[config.mk]
export PLATFORM = sky130hd
export DESIGN_NAME = bma_boot_ctrl
export DESIGN_NICKNAME = d
export VERILOG_FILES = /design/src/include/bma_pkg.sv /design/src/rtl/bma_mode_decode.sv /design/src/rtl/bma_addr_unit.sv /design/src/rtl/bma_boot_ctrl.sv
export SDC_FILE = /design/constraint.sdc
export NUM_CORES = 1
export LEC_CHECK = 0
export BUFFER_PORTS_ARGS = -buffer_cell sky130_fd_sc_hd__buf_4
export CAP_MARGIN = 20
export CORE_AREA = 4 4 167 169
export CTS_CLUSTER_SIZE = 28
export DETAILED_ROUTE_END_ITERATION = 8
export DIE_AREA = 0 0 171 173
export PLACE_DENSITY = 0.63
export SYNTH_ARGS = -nofsm -noshare
export SYNTH_HDL_FRONTEND = slang
export SYNTH_HIERARCHICAL = 1
export SYNTH_SLANG_ARGS = --single-unit
export TNS_END_PERCENT = 10
[constraint.sdc]
create_clock -name clk_sys -period 4.7 [get_ports clk_sys]
set_input_delay 0 -clock clk_sys [delete_from_list [all_inputs] [get_ports clk_sys]]
set_output_delay 0 -clock clk_sys [all_outputs]
set_load 0.05 [all_outputs]
[src/include/bma_pkg.sv]
// Purpose: constants and types for boot mode decode and address map
// Assumes: one clock, synchronous active-low reset
// Notes: shared by mode decoder, address unit and top
// Notes on behaviour
// RL1: select pins pick ROMless or single-chip mode
// RL2: other pin codes are prohibited, undefined behaviour
// RL3: supply high plus select 01x means flash programming
// RL4: single-chip 0 boots internal ROM, pins port
// RL5: pins join bus after pin-control writes
// RL6: single-chip 1 boots external, ROM at 100000H
// RL7: ROMless boots external, internal ROM blocked
// RL8: ROMless 0 bus 16-bit, ROMless 1 8-bit
// RL9: pin-control and bus-size resets depend on mode
// RL10: board keeps select pins fixed while running
// RL11: 4 GB data space, 64 MB program space
// RL12: address bits 31 to 28 ignored
// RL13: program counter upper six bits stay zero
// RL14: program addresses wrap at 03FFFFFFH
// RL15: data addresses truncated to 32 bits
// RL16: no branch targets into peripheral image
// RL17: mode latched at reset release, held
package bma_pkg;

  localparam int PC_BITS = 26;
  localparam int PHYS_BITS = 28;

  typedef enum logic [2:0] {
    MODE_ROMLESS0,
    MODE_ROMLESS1,
    MODE_SINGLE0,
    MODE_SINGLE1,
    MODE_FLASH,
    MODE_PROHIBITED
  } bma_mode_t;

  // select pin codes, bit2..bit0
  localparam logic [2:0] SEL_ROMLESS0 = 3'h0;
  localparam logic [2:0] SEL_ROMLESS1 = 3'h1;
  localparam logic [2:0] SEL_SINGLE0 = 3'h2;
  localparam logic [2:0] SEL_SINGLE1 = 3'h3;
  localparam logic [1:0] SEL_FLASH_HI = 2'h1;

  // register byte offsets
  localparam logic [31:0] OFS_DATA_HIGH = 32'h0000_0000;
  localparam logic [31:0] OFS_DATA_LOW = 32'h0000_0004;
  localparam logic [31:0] OFS_CHIP_SEL = 32'h0000_0008;
  localparam logic [31:0] OFS_STROBE = 32'h0000_000C;
  localparam logic [31:0] OFS_MISC = 32'h0000_0010;
  localparam logic [31:0] OFS_BUS_WIDTH = 32'h0000_0014;
  localparam logic [31:0] OFS_STATUS = 32'h0000_0018;

  // status register fields
  localparam int ST_MODE_LSB = 0;
  localparam int ST_ROM_BLOCKED = 4;
  localparam int ST_INT_BOOT = 5;
  localparam int ST_BUS16 = 6;
  localparam int ST_PROHIBITED = 7;
  localparam int ST_FLASH = 8;

  localparam logic [15:0] RST_BUSW_WIDE = 16'h5555;
  localparam logic [15:0] RST_BUSW_NARROW = 16'h0000;

  localparam logic [PHYS_BITS-1:0] ROM_BASE_LOW = 28'h000_0000;
  localparam logic [PHYS_BITS-1:0] ROM_BASE_HIGH = 28'h010_0000;
  localparam logic [PHYS_BITS-1:0] ROM_AREA_SIZE = 28'h010_0000;
  localparam logic [PC_BITS-1:0] IO_IMAGE_BASE = 26'h3FF_F000;

  typedef struct packed {
    logic [7:0] pinctlDataHigh;
    logic [15:0] pinctlDataLow;
    logic [7:0] pinctlChipSelect;
    logic [7:0] pinctlStrobe;
    logic [7:0] pinctlMisc;
  } bma_pinctl_t;

  localparam bma_pinctl_t PINCTL_PORT = '{8'h00, 16'h0000, 8'h00, 8'h00, 8'h00};
  localparam bma_pinctl_t PINCTL_CTRL = '{8'hFF, 16'hFFFF, 8'hFF, 8'h53, 8'h0F};

  typedef struct packed {
    logic psel;
    logic penable;
    logic pwrite;
    logic [31:0] paddr;
    logic [31:0] pwdata;
  } bma_apb_req_t;

  typedef struct packed {
    logic pready;
    logic pslverr;
    logic [31:0] prdata;
  } bma_apb_rsp_t;

  typedef struct packed {
    bma_mode_t mode;
    logic internalBoot;
    logic romBlocked;
    logic busWidth16;
    logic [PHYS_BITS-1:0] romBase;
  } bma_mode_info_t;

  typedef struct packed {
    logic [31:0] pcTarget;
    logic [31:0] dataAddr;
    logic [PHYS_BITS-1:0] physAddr;
    logic romHit;
    logic romBlocked;
    logic ioFetchFault;
  } bma_addr_res_t;

  typedef struct packed {
    logic [3:0] sync1;
    logic [3:0] sync2;
    bma_mode_t mode;
  } bma_dec_st_t;

  typedef struct packed {
    bma_addr_res_t res;
    logic valid;
  } bma_addr_st_t;

  typedef struct packed {
    bma_apb_rsp_t rsp;
    bma_pinctl_t pin;
    logic [15:0] busWidthConfig;
    bma_mode_info_t info;
    logic prohibited;
    logic flashProg;
  } bma_top_st_t;

endpackage

[src/rtl/bma_mode_decode.sv]
// Purpose: synchronise select pins and latch the operating mode
// Assumes: pins are static while running
// Notes: mode follows the pins only while reset is low
`timescale 1ns/1ns
module bma_mode_decode import bma_pkg::*; (
  input wire logic clk_sys,
  input wire logic nrst,
  input wire logic opSelectBit0,
  input wire logic opSelectBit1,
  input wire logic opSelectBit2,
  input wire logic vppHigh,
  output bma_mode_t mode
);

  bma_dec_st_t st_ff;
  bma_dec_st_t nxt_st;

  function automatic bma_mode_t decodeSel(input logic [3:0] s);
    bma_mode_t m;
    m = MODE_PROHIBITED;
    if (s[3]) begin
      if (s[2:1] == SEL_FLASH_HI) begin
        m = MODE_FLASH; // see RL3
      end
    end else begin
      case (s[2:0]) // see RL1
        SEL_ROMLESS0: m = MODE_ROMLESS0;
        SEL_ROMLESS1: m = MODE_ROMLESS1;
        SEL_SINGLE0: m = MODE_SINGLE0;
        SEL_SINGLE1: m = MODE_SINGLE1;
        default: m = MODE_PROHIBITED; // see RL2
      endcase
    end
    return m;
  endfunction

  always_comb begin
    nxt_st = st_ff;
    nxt_st.sync1 = {vppHigh, opSelectBit2, opSelectBit1, opSelectBit0};
    nxt_st.sync2 = st_ff.sync1;
    if (!nrst) begin
      nxt_st.mode = decodeSel(st_ff.sync2); // see RL17
    end
  end

  always_ff @(posedge clk_sys) begin
    st_ff <= nxt_st;
  end

  assign mode = st_ff.mode;
endmodule // bma_mode_decode

[src/rtl/bma_addr_unit.sv]
// Purpose: program and data address wrap, image fold, ROM window check
// Assumes: calcValid is a one-cycle request on clk_sys
// Notes: results appear one cycle after the request
`timescale 1ns/1ns
module bma_addr_unit import bma_pkg::*; (
  input wire logic clk_sys,
  input wire logic nrst,
  input bma_mode_t mode,
  input wire logic calcValid,
  input wire logic [31:0] pcBase,
  input wire logic [31:0] branchDisp,
  input wire logic [31:0] dataBase,
  input wire logic [31:0] dataDisp,
  output bma_addr_res_t addrRes,
  output logic addrValid
);

  bma_addr_st_t st_ff;
  bma_addr_st_t nxt_st;
  logic [PC_BITS-1:0] pcSum;
  logic [31:0] dSum;
  logic [PHYS_BITS-1:0] romBase;
  logic [PHYS_BITS-1:0] dataOff;
  logic [PHYS_BITS-1:0] pcOff;
  logic romOk;
  logic romless;

  always_comb begin
    pcSum = pcBase[PC_BITS-1:0] + branchDisp[PC_BITS-1:0]; // see RL13
    dSum = dataBase + dataDisp; // see RL15
    romBase = (mode == MODE_SINGLE1) ? ROM_BASE_HIGH : ROM_BASE_LOW; // see RL6
    dataOff = dSum[PHYS_BITS-1:0] - romBase;
    pcOff = {2'b00, pcSum} - romBase;
    romOk = (mode == MODE_SINGLE0) || (mode == MODE_SINGLE1) || (mode == MODE_FLASH);
    romless = (mode == MODE_ROMLESS0) || (mode == MODE_ROMLESS1);
    nxt_st = st_ff;
    nxt_st.valid = 1'b0;
    if (!nrst) begin
      nxt_st = '0;
    end else if (calcValid) begin
      nxt_st.valid = 1'b1;
      nxt_st.res.pcTarget = {{(32-PC_BITS){1'b0}}, pcSum}; // see RL14
      nxt_st.res.dataAddr = dSum; // see RL11
      nxt_st.res.physAddr = dSum[PHYS_BITS-1:0]; // see RL12
      nxt_st.res.romHit = romOk && (dataOff < ROM_AREA_SIZE);
      nxt_st.res.romBlocked = romless &&
        ((dSum[PHYS_BITS-1:0] < ROM_AREA_SIZE) || ({2'b00, pcSum} < ROM_AREA_SIZE) ||
         (pcOff < ROM_AREA_SIZE)); // see RL7
      nxt_st.res.ioFetchFault = (pcSum >= IO_IMAGE_BASE); // see RL16
    end
  end

  always_ff @(posedge clk_sys) begin
    st_ff <= nxt_st;
  end

  assign addrRes = st_ff.res;
  assign addrValid = st_ff.valid;
endmodule // bma_addr_unit

[src/rtl/bma_boot_ctrl.sv]
// Purpose: boot mode control, pin-control and bus-size registers over APB
// Assumes: select pins static; reset held at least four clk_sys edges
// Notes: answer comes in the first access cycle, no extra wait
`timescale 1ns/1ns
module bma_boot_ctrl import bma_pkg::*; (
  input wire logic clk_sys,
  input wire logic nrst,
  input wire logic opSelectBit0,
  input wire logic opSelectBit1,
  input wire logic opSelectBit2,
  input wire logic vppHigh,
  input bma_apb_req_t apbReq,
  output bma_apb_rsp_t apbRsp,
  output bma_pinctl_t pinctl,
  output logic [15:0] busWidthConfig,
  output bma_mode_info_t modeInfo,
  output logic modeProhibited,
  output logic flashProg,
  input wire logic calcValid,
  input wire logic [31:0] pcBase,
  input wire logic [31:0] branchDisp,
  input wire logic [31:0] dataBase,
  input wire logic [31:0] dataDisp,
  output bma_addr_res_t addrRes,
  output logic addrValid
);

  ////////////////////////////////////////////////////////////////////////////
  // mode decode

  bma_mode_t decMode;
  bma_mode_t curMode;

  bma_mode_decode u_decode (
    .clk_sys(clk_sys),
    .nrst(nrst),
    .opSelectBit0(opSelectBit0),
    .opSelectBit1(opSelectBit1),
    .opSelectBit2(opSelectBit2),
    .vppHigh(vppHigh),
    .mode(decMode)
  );

  ////////////////////////////////////////////////////////////////////////////
  // address unit

  bma_addr_unit u_addr (
    .clk_sys(clk_sys),
    .nrst(nrst),
    .mode(curMode),
    .calcValid(calcValid),
    .pcBase(pcBase),
    .branchDisp(branchDisp),
    .dataBase(dataBase),
    .dataDisp(dataDisp),
    .addrRes(addrRes),
    .addrValid(addrValid)
  );

  ////////////////////////////////////////////////////////////////////////////
  // state

  bma_top_st_t st_ff;
  bma_top_st_t nxt_st;
  bma_mode_info_t infoNow;
  logic setupPhase;
  logic accessPhase;
  logic wrEn;
  logic rdHit;
  logic [31:0] rdData;
  logic [7:0] wrByte;

  assign curMode = st_ff.info.mode;
  assign wrByte = apbReq.pwdata[7:0];

  ////////////////////////////////////////////////////////////////////////////
  // mode information derived from the latched mode

  always_comb begin
    infoNow.mode = decMode;
    infoNow.internalBoot = (decMode == MODE_SINGLE0) || (decMode == MODE_FLASH); // see RL4
    infoNow.romBlocked = (decMode == MODE_ROMLESS0) ||
      (decMode == MODE_ROMLESS1); // see RL7
    infoNow.busWidth16 = (decMode != MODE_ROMLESS1); // see RL8
    if (decMode == MODE_SINGLE1) begin
      infoNow.romBase = ROM_BASE_HIGH; // see RL6
    end else begin
      infoNow.romBase = ROM_BASE_LOW; // see RL1
    end
  end

  ////////////////////////////////////////////////////////////////////////////
  // apb phase decode

  always_comb begin
    setupPhase = apbReq.psel && !apbReq.penable;
    accessPhase = apbReq.psel && apbReq.penable && st_ff.rsp.pready;
    wrEn = accessPhase && apbReq.pwrite && rdHit && (apbReq.paddr != OFS_STATUS);
  end

  ////////////////////////////////////////////////////////////////////////////
  // read mux and address decode

  always_comb begin
    rdHit = 1'b1;
    rdData = '0;
    case (apbReq.paddr)
      OFS_DATA_HIGH: begin
        rdData[7:0] = st_ff.pin.pinctlDataHigh;
      end
      OFS_DATA_LOW: begin
        rdData[15:0] = st_ff.pin.pinctlDataLow;
      end
      OFS_CHIP_SEL: begin
        rdData[7:0] = st_ff.pin.pinctlChipSelect;
      end
      OFS_STROBE: begin
        rdData[7:0] = st_ff.pin.pinctlStrobe;
      end
      OFS_MISC: begin
        rdData[7:0] = st_ff.pin.pinctlMisc;
      end
      OFS_BUS_WIDTH: begin
        rdData[15:0] = st_ff.busWidthConfig;
      end
      OFS_STATUS: begin
        rdData[ST_MODE_LSB +: 3] = st_ff.info.mode;
        rdData[ST_ROM_BLOCKED] = st_ff.info.romBlocked;
        rdData[ST_INT_BOOT] = st_ff.info.internalBoot;
        rdData[ST_BUS16] = st_ff.info.busWidth16;
        rdData[ST_PROHIBITED] = st_ff.prohibited;
        rdData[ST_FLASH] = st_ff.flashProg;
      end
      default: begin
        rdHit = 1'b0;
      end
    endcase
  end

  ////////////////////////////////////////////////////////////////////////////
  // next state

  always_comb begin
    nxt_st = st_ff;
    nxt_st.rsp.pready = 1'b0;
    nxt_st.rsp.pslverr = 1'b0;
    if (!nrst) begin
      nxt_st.rsp = '0;
      nxt_st.info = infoNow; // see RL17
      nxt_st.prohibited = (decMode == MODE_PROHIBITED); // see RL2
      nxt_st.flashProg = (decMode == MODE_FLASH); // see RL3
      if (decMode == MODE_SINGLE0) begin
        nxt_st.pin = PINCTL_PORT; // see RL4
      end else begin
        nxt_st.pin = PINCTL_CTRL; // see RL9
      end
      if (decMode == MODE_ROMLESS1) begin
        nxt_st.busWidthConfig = RST_BUSW_NARROW; // see RL9
      end else begin
        nxt_st.busWidthConfig = RST_BUSW_WIDE;
      end
    end else begin
      if (setupPhase) begin
        nxt_st.rsp.pready = 1'b1;
        nxt_st.rsp.pslverr = !rdHit;
        nxt_st.rsp.prdata = rdData;
      end
      if (wrEn) begin
        case (apbReq.paddr) // see RL5
          OFS_DATA_HIGH: begin
            nxt_st.pin.pinctlDataHigh = wrByte;
          end
          OFS_DATA_LOW: begin
            nxt_st.pin.pinctlDataLow = apbReq.pwdata[15:0];
          end
          OFS_CHIP_SEL: begin
            nxt_st.pin.pinctlChipSelect = wrByte;
          end
          OFS_STROBE: begin
            nxt_st.pin.pinctlStrobe = wrByte;
          end
          OFS_MISC: begin
            nxt_st.pin.pinctlMisc = wrByte;
          end
          OFS_BUS_WIDTH: begin
            nxt_st.busWidthConfig = apbReq.pwdata[15:0];
          end
          default: begin
            nxt_st.busWidthConfig = st_ff.busWidthConfig;
          end
        endcase
      end
    end
  end

  always_ff @(posedge clk_sys) begin
    st_ff <= nxt_st;
  end

  ////////////////////////////////////////////////////////////////////////////
  // outputs

  assign apbRsp = st_ff.rsp;
  assign pinctl = st_ff.pin;
  assign busWidthConfig = st_ff.busWidthConfig;
  assign modeInfo = st_ff.info;
  assign modeProhibited = st_ff.prohibited;
  assign flashProg = st_ff.flashProg;
endmodule // bma_boot_ctrl

# Word-level counts from Yosys, hierarchy flattened
# Index checks and enable logic that the tools add are counted.
# W data, S select, Z words.
[word_totals] regBits=219 in_bits=202 output_inout_bits=230 wordCells=115
[classes] add_sub_neg=4 magnitude_cmp=5 eq_ne=28 mux=23 reduce_logical=29
[op_table] op="$mux W64" n=2
[op_table] op="$eq A32 B5 Y1 const B" n=3
[op_table] op="$lt A28 B21 Y1 const B" n=3
[op_table] op="$eq A32 B4 Y1 const B" n=2
[op_table] op="$mux W48" n=1
[op_table] op="$mux W21" n=2
[op_table] op="$mux W34" n=1
[op_table] op="$add A32 B32 Y32" n=1
[op_table] op="$eq A32 B3 Y1 const B" n=1
[op_table] op="$logic_not A32 Y1" n=1
[op_table] op="$mux W16" n=2
[op_table] op="$mux W8" n=4
[op_table] op="$ne A32 B5 Y1 const B" n=1
[op_table] op="$pmux W4 S7" n=1
[op_table] op="$sub A28 B21 Y28" n=1
[op_table] op="$sub A26 B21 Y27" n=1
[op_table] op="$add A26 B26 Y26" n=1
[op_table] op="$ge A26 B26 Y1 const B" n=1
[op_table] op="$lt A26 B21 Y1 const B" n=1
[op_table] op="$pmux W3 S7" n=1
[op_table] op="$eq A3 B2 Y1 const B" n=6
[op_table] op="$mux W15" n=1
[op_table] op="$ne A2 B1 Y1 const B" n=7
[op_table] op="$pmux W7 S2" n=1
[op_table] op="15 further kinds" n=43

# Depth between registers and ports, before layout
[logic_depth] word_depth=7 ltp_mapped=19 depth_no_buf=19

# By module
# The synthesis kept the hierarchy.
[modules_own_cells] module="bma_addr_unit" n_inst=1 cells_per_inst=684 area_per_inst_um2=5499.0 seq_area_each_um2=1241.2
[modules_own_cells] module="bma_boot_ctrl" n_inst=1 cells_per_inst=363 area_per_inst_um2=4290.4 seq_area_each_um2=2552.4
[modules_own_cells] module="bma_mode_decode" n_inst=1 cells_per_inst=20 area_per_inst_um2=310.3 seq_area_each_um2=250.2

# Worst setup path after synthesis
# OpenSTA, ideal clock, no wires.
[synth_path] kind="in2reg" from="input pcBase[0]" to="register u_addr.st_ff (netlist bit u_addr/addrRes[1])" setup_ps=60 t_arrival_ps=3339 required_ps=4640 slack_ps=1302 stages=16 n_path_buf=0 cell_sequence="ha_1 -> inv_1 -> fa_1 -> nor2b_1 -> o2111ai_1 -> a2111o_1 -> a41oi_1 -> a221o_1 -> xor2_1 -> inv_1 -> ha_1 -> ha_1 -> nand2_1 -> or3b_2 -> mux2i_1 -> a41o_1"
[synth_between] elab_chain_len=5 word_cells_on_any_way=7 cone_classes="add/sub (2); order compare (2); reduce/logical (3)"
[synth_rtl] element="start, declared" line="bma_boot_ctrl.sv:20" rtl="input wire logic [31:0] pcBase,"
[synth_rtl] element="$add A26 B26 Y26 *" line="bma_addr_unit.sv:29" rtl="pcSum = pcBase[PC_BITS-1:0] + branchDisp[PC_BITS-1:0];"
[synth_rtl] element="$sub A26 B21 Y27 or $lt A26 B21 Y1 (tied branches)" line="bma_addr_unit.sv:33, bma_addr_unit.sv:47"
[synth_rtl] element="$lt A28 B21 Y1 or $logic_or A1 B1 Y1 (tied branches)" line="bma_addr_unit.sv:48, bma_addr_unit.sv:47"
[synth_rtl] element="$logic_or A1 B1 Y1 *" line="bma_addr_unit.sv:47" rtl="((dSum[PHYS_BITS-1:0] < ROM_AREA_SIZE) || ({2'b00, pcSum} < ROM_AREA_SIZE) ||"
[synth_rtl] element="$logic_and A1 B1 Y1 *" line="bma_addr_unit.sv:46" rtl="nxt_st.res.romBlocked = romless &&"
[synth_rtl] element="end signal, assigned" line="bma_addr_unit.sv:54" rtl="st_ff <= nxt_st;"
[synth_rtl] element="end, declared" line="bma_addr_unit.sv:18" rtl="bma_addr_st_t st_ff;"
# Every way passes the cells marked *; elsewhere a longest branch is shown, timed or not.
# A chain may end at the register's enable or synchronous reset.

# Worst setup path after layout
[layout_path] from="input branchDisp[0]" to="register u_addr.st_ff (netlist bit u_addr/addrRes[1])"
[layout_between] elab_chain_len=5 word_cells_on_any_way=7 cone_classes="add/sub (2); order compare (2); reduce/logical (3)"
[layout_rtl] element="start, declared" line="bma_boot_ctrl.sv:21" rtl="input wire logic [31:0] branchDisp,"
[layout_rtl] element="$add A26 B26 Y26 *" line="bma_addr_unit.sv:29"
[layout_rtl] element="$sub A26 B21 Y27 or $lt A26 B21 Y1 (tied branches)" line="bma_addr_unit.sv:33, bma_addr_unit.sv:47"
[layout_rtl] element="$lt A28 B21 Y1 or $logic_or A1 B1 Y1 (tied branches)" line="bma_addr_unit.sv:48, bma_addr_unit.sv:47"
[layout_rtl] element="$logic_or A1 B1 Y1 *" line="bma_addr_unit.sv:47"
[layout_rtl] element="$logic_and A1 B1 Y1 *" line="bma_addr_unit.sv:46"
# Marked as above.

==> summary.txt <==
Power and ir drop
  • Max IR drop VDD: 0.204 mV
  • Net Sw Frac: 0.383
  • Seq pwr share: 0.356
  • Net switching power: 1810 uW
  • Pwr dens: 349 nW/um^2
  • Comb pwr share: 0.326
  • Clock group share of total power: 0.319
  • Lkg Pwr: 0.00618 uW
  • P_int: 2920 uW

Final layout
  • FILL cells: 2532
  • Ratio of cells with drive above 1 in the final layout: 0.302
  • Antenna Cells: 0
  • Nets: 1663
  • Area Growth Syn to Fin: 34.0%

Yosys
  • Number of synthesized flops with an enable pin: 76
  • Yosys top cell by area: edfxtp_1
  • Yosys top cell area share: 0.226
  • Count leader, synth: nor2_1
  • Top cells by count, synth: 96 x nor2_1, 88 x dfxtp_1, 81 x buf_4
  • Mapped Area: 10100 sq um
  • Post-synthesis cell type count: 77
  • FF+latch count, synth: 164
  • Top post-synthesis cells by area: edfxtp_1 23%, dfxtp_1 17%, ha_1 7.4%, buf_4 6.0%, mux2i_1 4.8%
  • Mapped Cells: 1067
  • Yosys warnings: 6
  • Async set-or-reset flop fraction in the synthesized netlist: 0
  • Sequential area share after synthesis: 0.400
  • Post-Syn Area per Cell: 9.47 sq um
  • Most used DFF post-synth: dfxtp_1

Timing
  • Slew headroom: 0.342
  • Final Hold Vio Count: 0
  • RSZ-0062 raised after global routing: no
  • Slew Limit Fails: 0
  • Final period util: 0.876
  • FMAX: 243 MHz
  • Final setup fails: 0
  • Final min period: 4.12 ns
  • Setup TNS: 0 ns
  • Worst Tran Pin Value: 0.980 ns
  • Hold Slack: 0.0278 ns
  • Setup WS post-layout: 0.581 ns
  • Setup skew after layout: 0.0150 ns

Setup path
  • WP data required: 5.06 ns
  • Critical path capture point type: register
  • R2r startpoint: apbRsp[33]$_SDFF_PN0_
  • Crit-path max FO: 4
  • CP Launch Type: input port
  • CP arrival: 4.48 ns
  • Reg-to-reg setup timing slack: 2.37 ns
  • FF-to-FF path depth: 5
  • Start point of the critical path: branchDisp[0]
  • WS Path Type: input port to register
  • Critical Path Sink: u_addr/addrRes[1]$_SDFFE_PN0P_
  • Reg2reg end: pinctl[33]$_DFFE_PP_

Die
  • Std cell rows: 60
  • Chip width: 171 microns
  • Ports: 432
  • Die height: 173 microns
  • Die ar.: 29600 sq um
  • Core Area: 26600 sq um
  • Initial core utilization: 0.380

Place
  • HPWL after detailed placement: 25400 microns
  • Placer Congestion: 0.825
  • Place WS: 0.744 ns
  • Buffers on Ports: 354

Routing
  • Vias: 9108
  • Top sig layer: met4
  • Detailed-route wire length per cell: 18.7 microns
  • Drt drc: 0
  • Met3 WL: 3000 microns
  • Routed Antenna Nets: 0
  • Drt initial violations: 563
  • Wl on met1: 12800 microns
  • Detailed Routing Iterations Pass 1: 5
  • Met2 wire len: 16400 microns
  • Final WL: 32800 microns
  • Post-DR vias/cell: 5.20

CTS
  • Clk_lat worst skew: 0.43 ns
  • Clock sinks: 164
  • Root Buffer: clkbuf_16
  • Maximum clock path buffer count: 2
  • Post_cts resized: 0
  • Clk pin slew, worst setup/hold paths: 0.08 ns
  • Cts bufs inserted: 17
  • TritonCTS clock tree: done
  • CTS H-tree depth: 4

Global routing
  • First-pass GRT wire length: 49300 microns
  • Largest net degree at the start of global routing: 55
  • Initial antenna violation count: 0
  • Total congestion overflow: 0
  • Gr usage total: 0.210
  • Vias in the first global route: 8941

Hold path
  • HP Class: input port to register

Run status
  • Status: finished, final reports clean

Job
  • Max-cap violations: 0
[cell type report]
| type | instances | area [sq um] | area share |
|---|---|---|---|
| well taps | 341 | 427 | 0.0315 |
| inverters | 46 | 173 | 0.0128 |
| flip-flops and latches | 164 | 4040 | 0.299 |
| repair buffers | 388 | 3000 | 0.221 |
| multi-input cells | 782 | 5270 | 0.389 |
| clock inverters | 15 | 200 | 0.0148 |
| clock buffers | 17 | 425 | 0.0314 |
[cells in the final DEF (no fill, tap or decap), drive strengths merged, types with 48 or more instances in the layout]
cell and instances:
edfxtp 76, conb 49, nor2 98, dfxtp 88, mux2i 48, inv 54
buf 362, a21oi 75, ha 60, nand2 76
[worst max-delay path, stage by stage]
cell           delay (ns)
dlygate4sd3_1        0.52
buf_4                0.10
ha_1                 0.18
inv_1                0.07
fa_1                 0.40
nor2b_1              0.20
o2111ai_1            0.19
a2111o_1             0.51
a41oi_1              0.26
a221o_1              0.27
xor2_1               0.34
inv_1                0.08
ha_1                 0.24
ha_1                 0.28
nand2_1              0.07
or3b_2               0.44
mux2i_1              0.15
a41o_1               0.18
[sequential cells by signal, summed over array words and instances, names as in the netlist]
signal and flops:
u_addr/addrRes 61, u_decode/st_ff 4, modeInfo 4, pinctl 48
modeProhibited 1, u_decode/mode 3, flashProg 1, u_decode/nxt_st 4
apbRsp 18, busWidthConfig 16, u_addr/addrValid 1, curMode 3
[timing repair]
action | CTS | global route
setup buffers | 0 | 0
hold buffers | 26 | 0
hold endpoints to repair | 53 | 0
[worst min path at each step]
stage | startpoint | end | slack, ns | cells after the start
floorplan | opSelectBit0 | u_decode/nxt_st[3]$_DFF_P_ | 0.03 | 0
global placement | opSelectBit2 | u_decode/nxt_st[5]$_DFF_P_ | 0.11 | 1
detailed placement | opSelectBit0 | u_decode/nxt_st[3]$_DFF_P_ | 0.11 | 1
CTS | apbReq[65] | apbRsp[8]$_SDFFE_PN0P_ | 0.0007 | 3
global route | dataDisp[1] | u_addr/addrRes[32]$_SDFFE_PN0P_ | 0.03 | 4
finish | branchDisp[1] | u_addr/addrRes[64]$_SDFFE_PN0P_ | 0.03 | 4
[cells by family (layout without fill, tap and decap cells)]
family | count (synthesis) | in the layout | share of synthesized area
and+or+nand+nor | 307 | 307 | 0.154
AOI/OAI and AO/OA | 262 | 262 | 0.175
buffers and inverters | 168 | 466 | 0.0958
DFF | 164 | 164 | 0.400
adders and majority gates | 62 | 62 | 0.0783
muxes | 57 | 57 | 0.0576
xor gates and xnor gates | 45 | 45 | 0.0390
other | 2 | 49 | 0.000744
[power by group through the flow]
stage	clock, uW	combinational [uW]	sequential, uW
floorplan	0	784	2020
global placement	0	1510	1710
detailed placement	0	1520	1710
CTS	1530	1540	1680
global route	1600	1650	1690
finish	1510	1540	1680
[metrics by stage]
stage	area, sq um	utilization	cells	total power [uW]
final	13500	0.509	1753	4730
after global routing	13500	0.509	1753	4940
after CTS	13500	0.508	1752	4750
after detailed placement	12600	0.475	1694	3230
after global placement	12600	0.475	1694	3220
after floorplan	10300	-	1114	2810
[layer usage]
metal,global-route usage,up-vias
met5,0,-
met3,0.0560,38
met1,0.255,4269
li1,-,4422
met4,0.0538,0
met2,0.369,379
No activity file was read; power rests on OpenSTA's default activity.
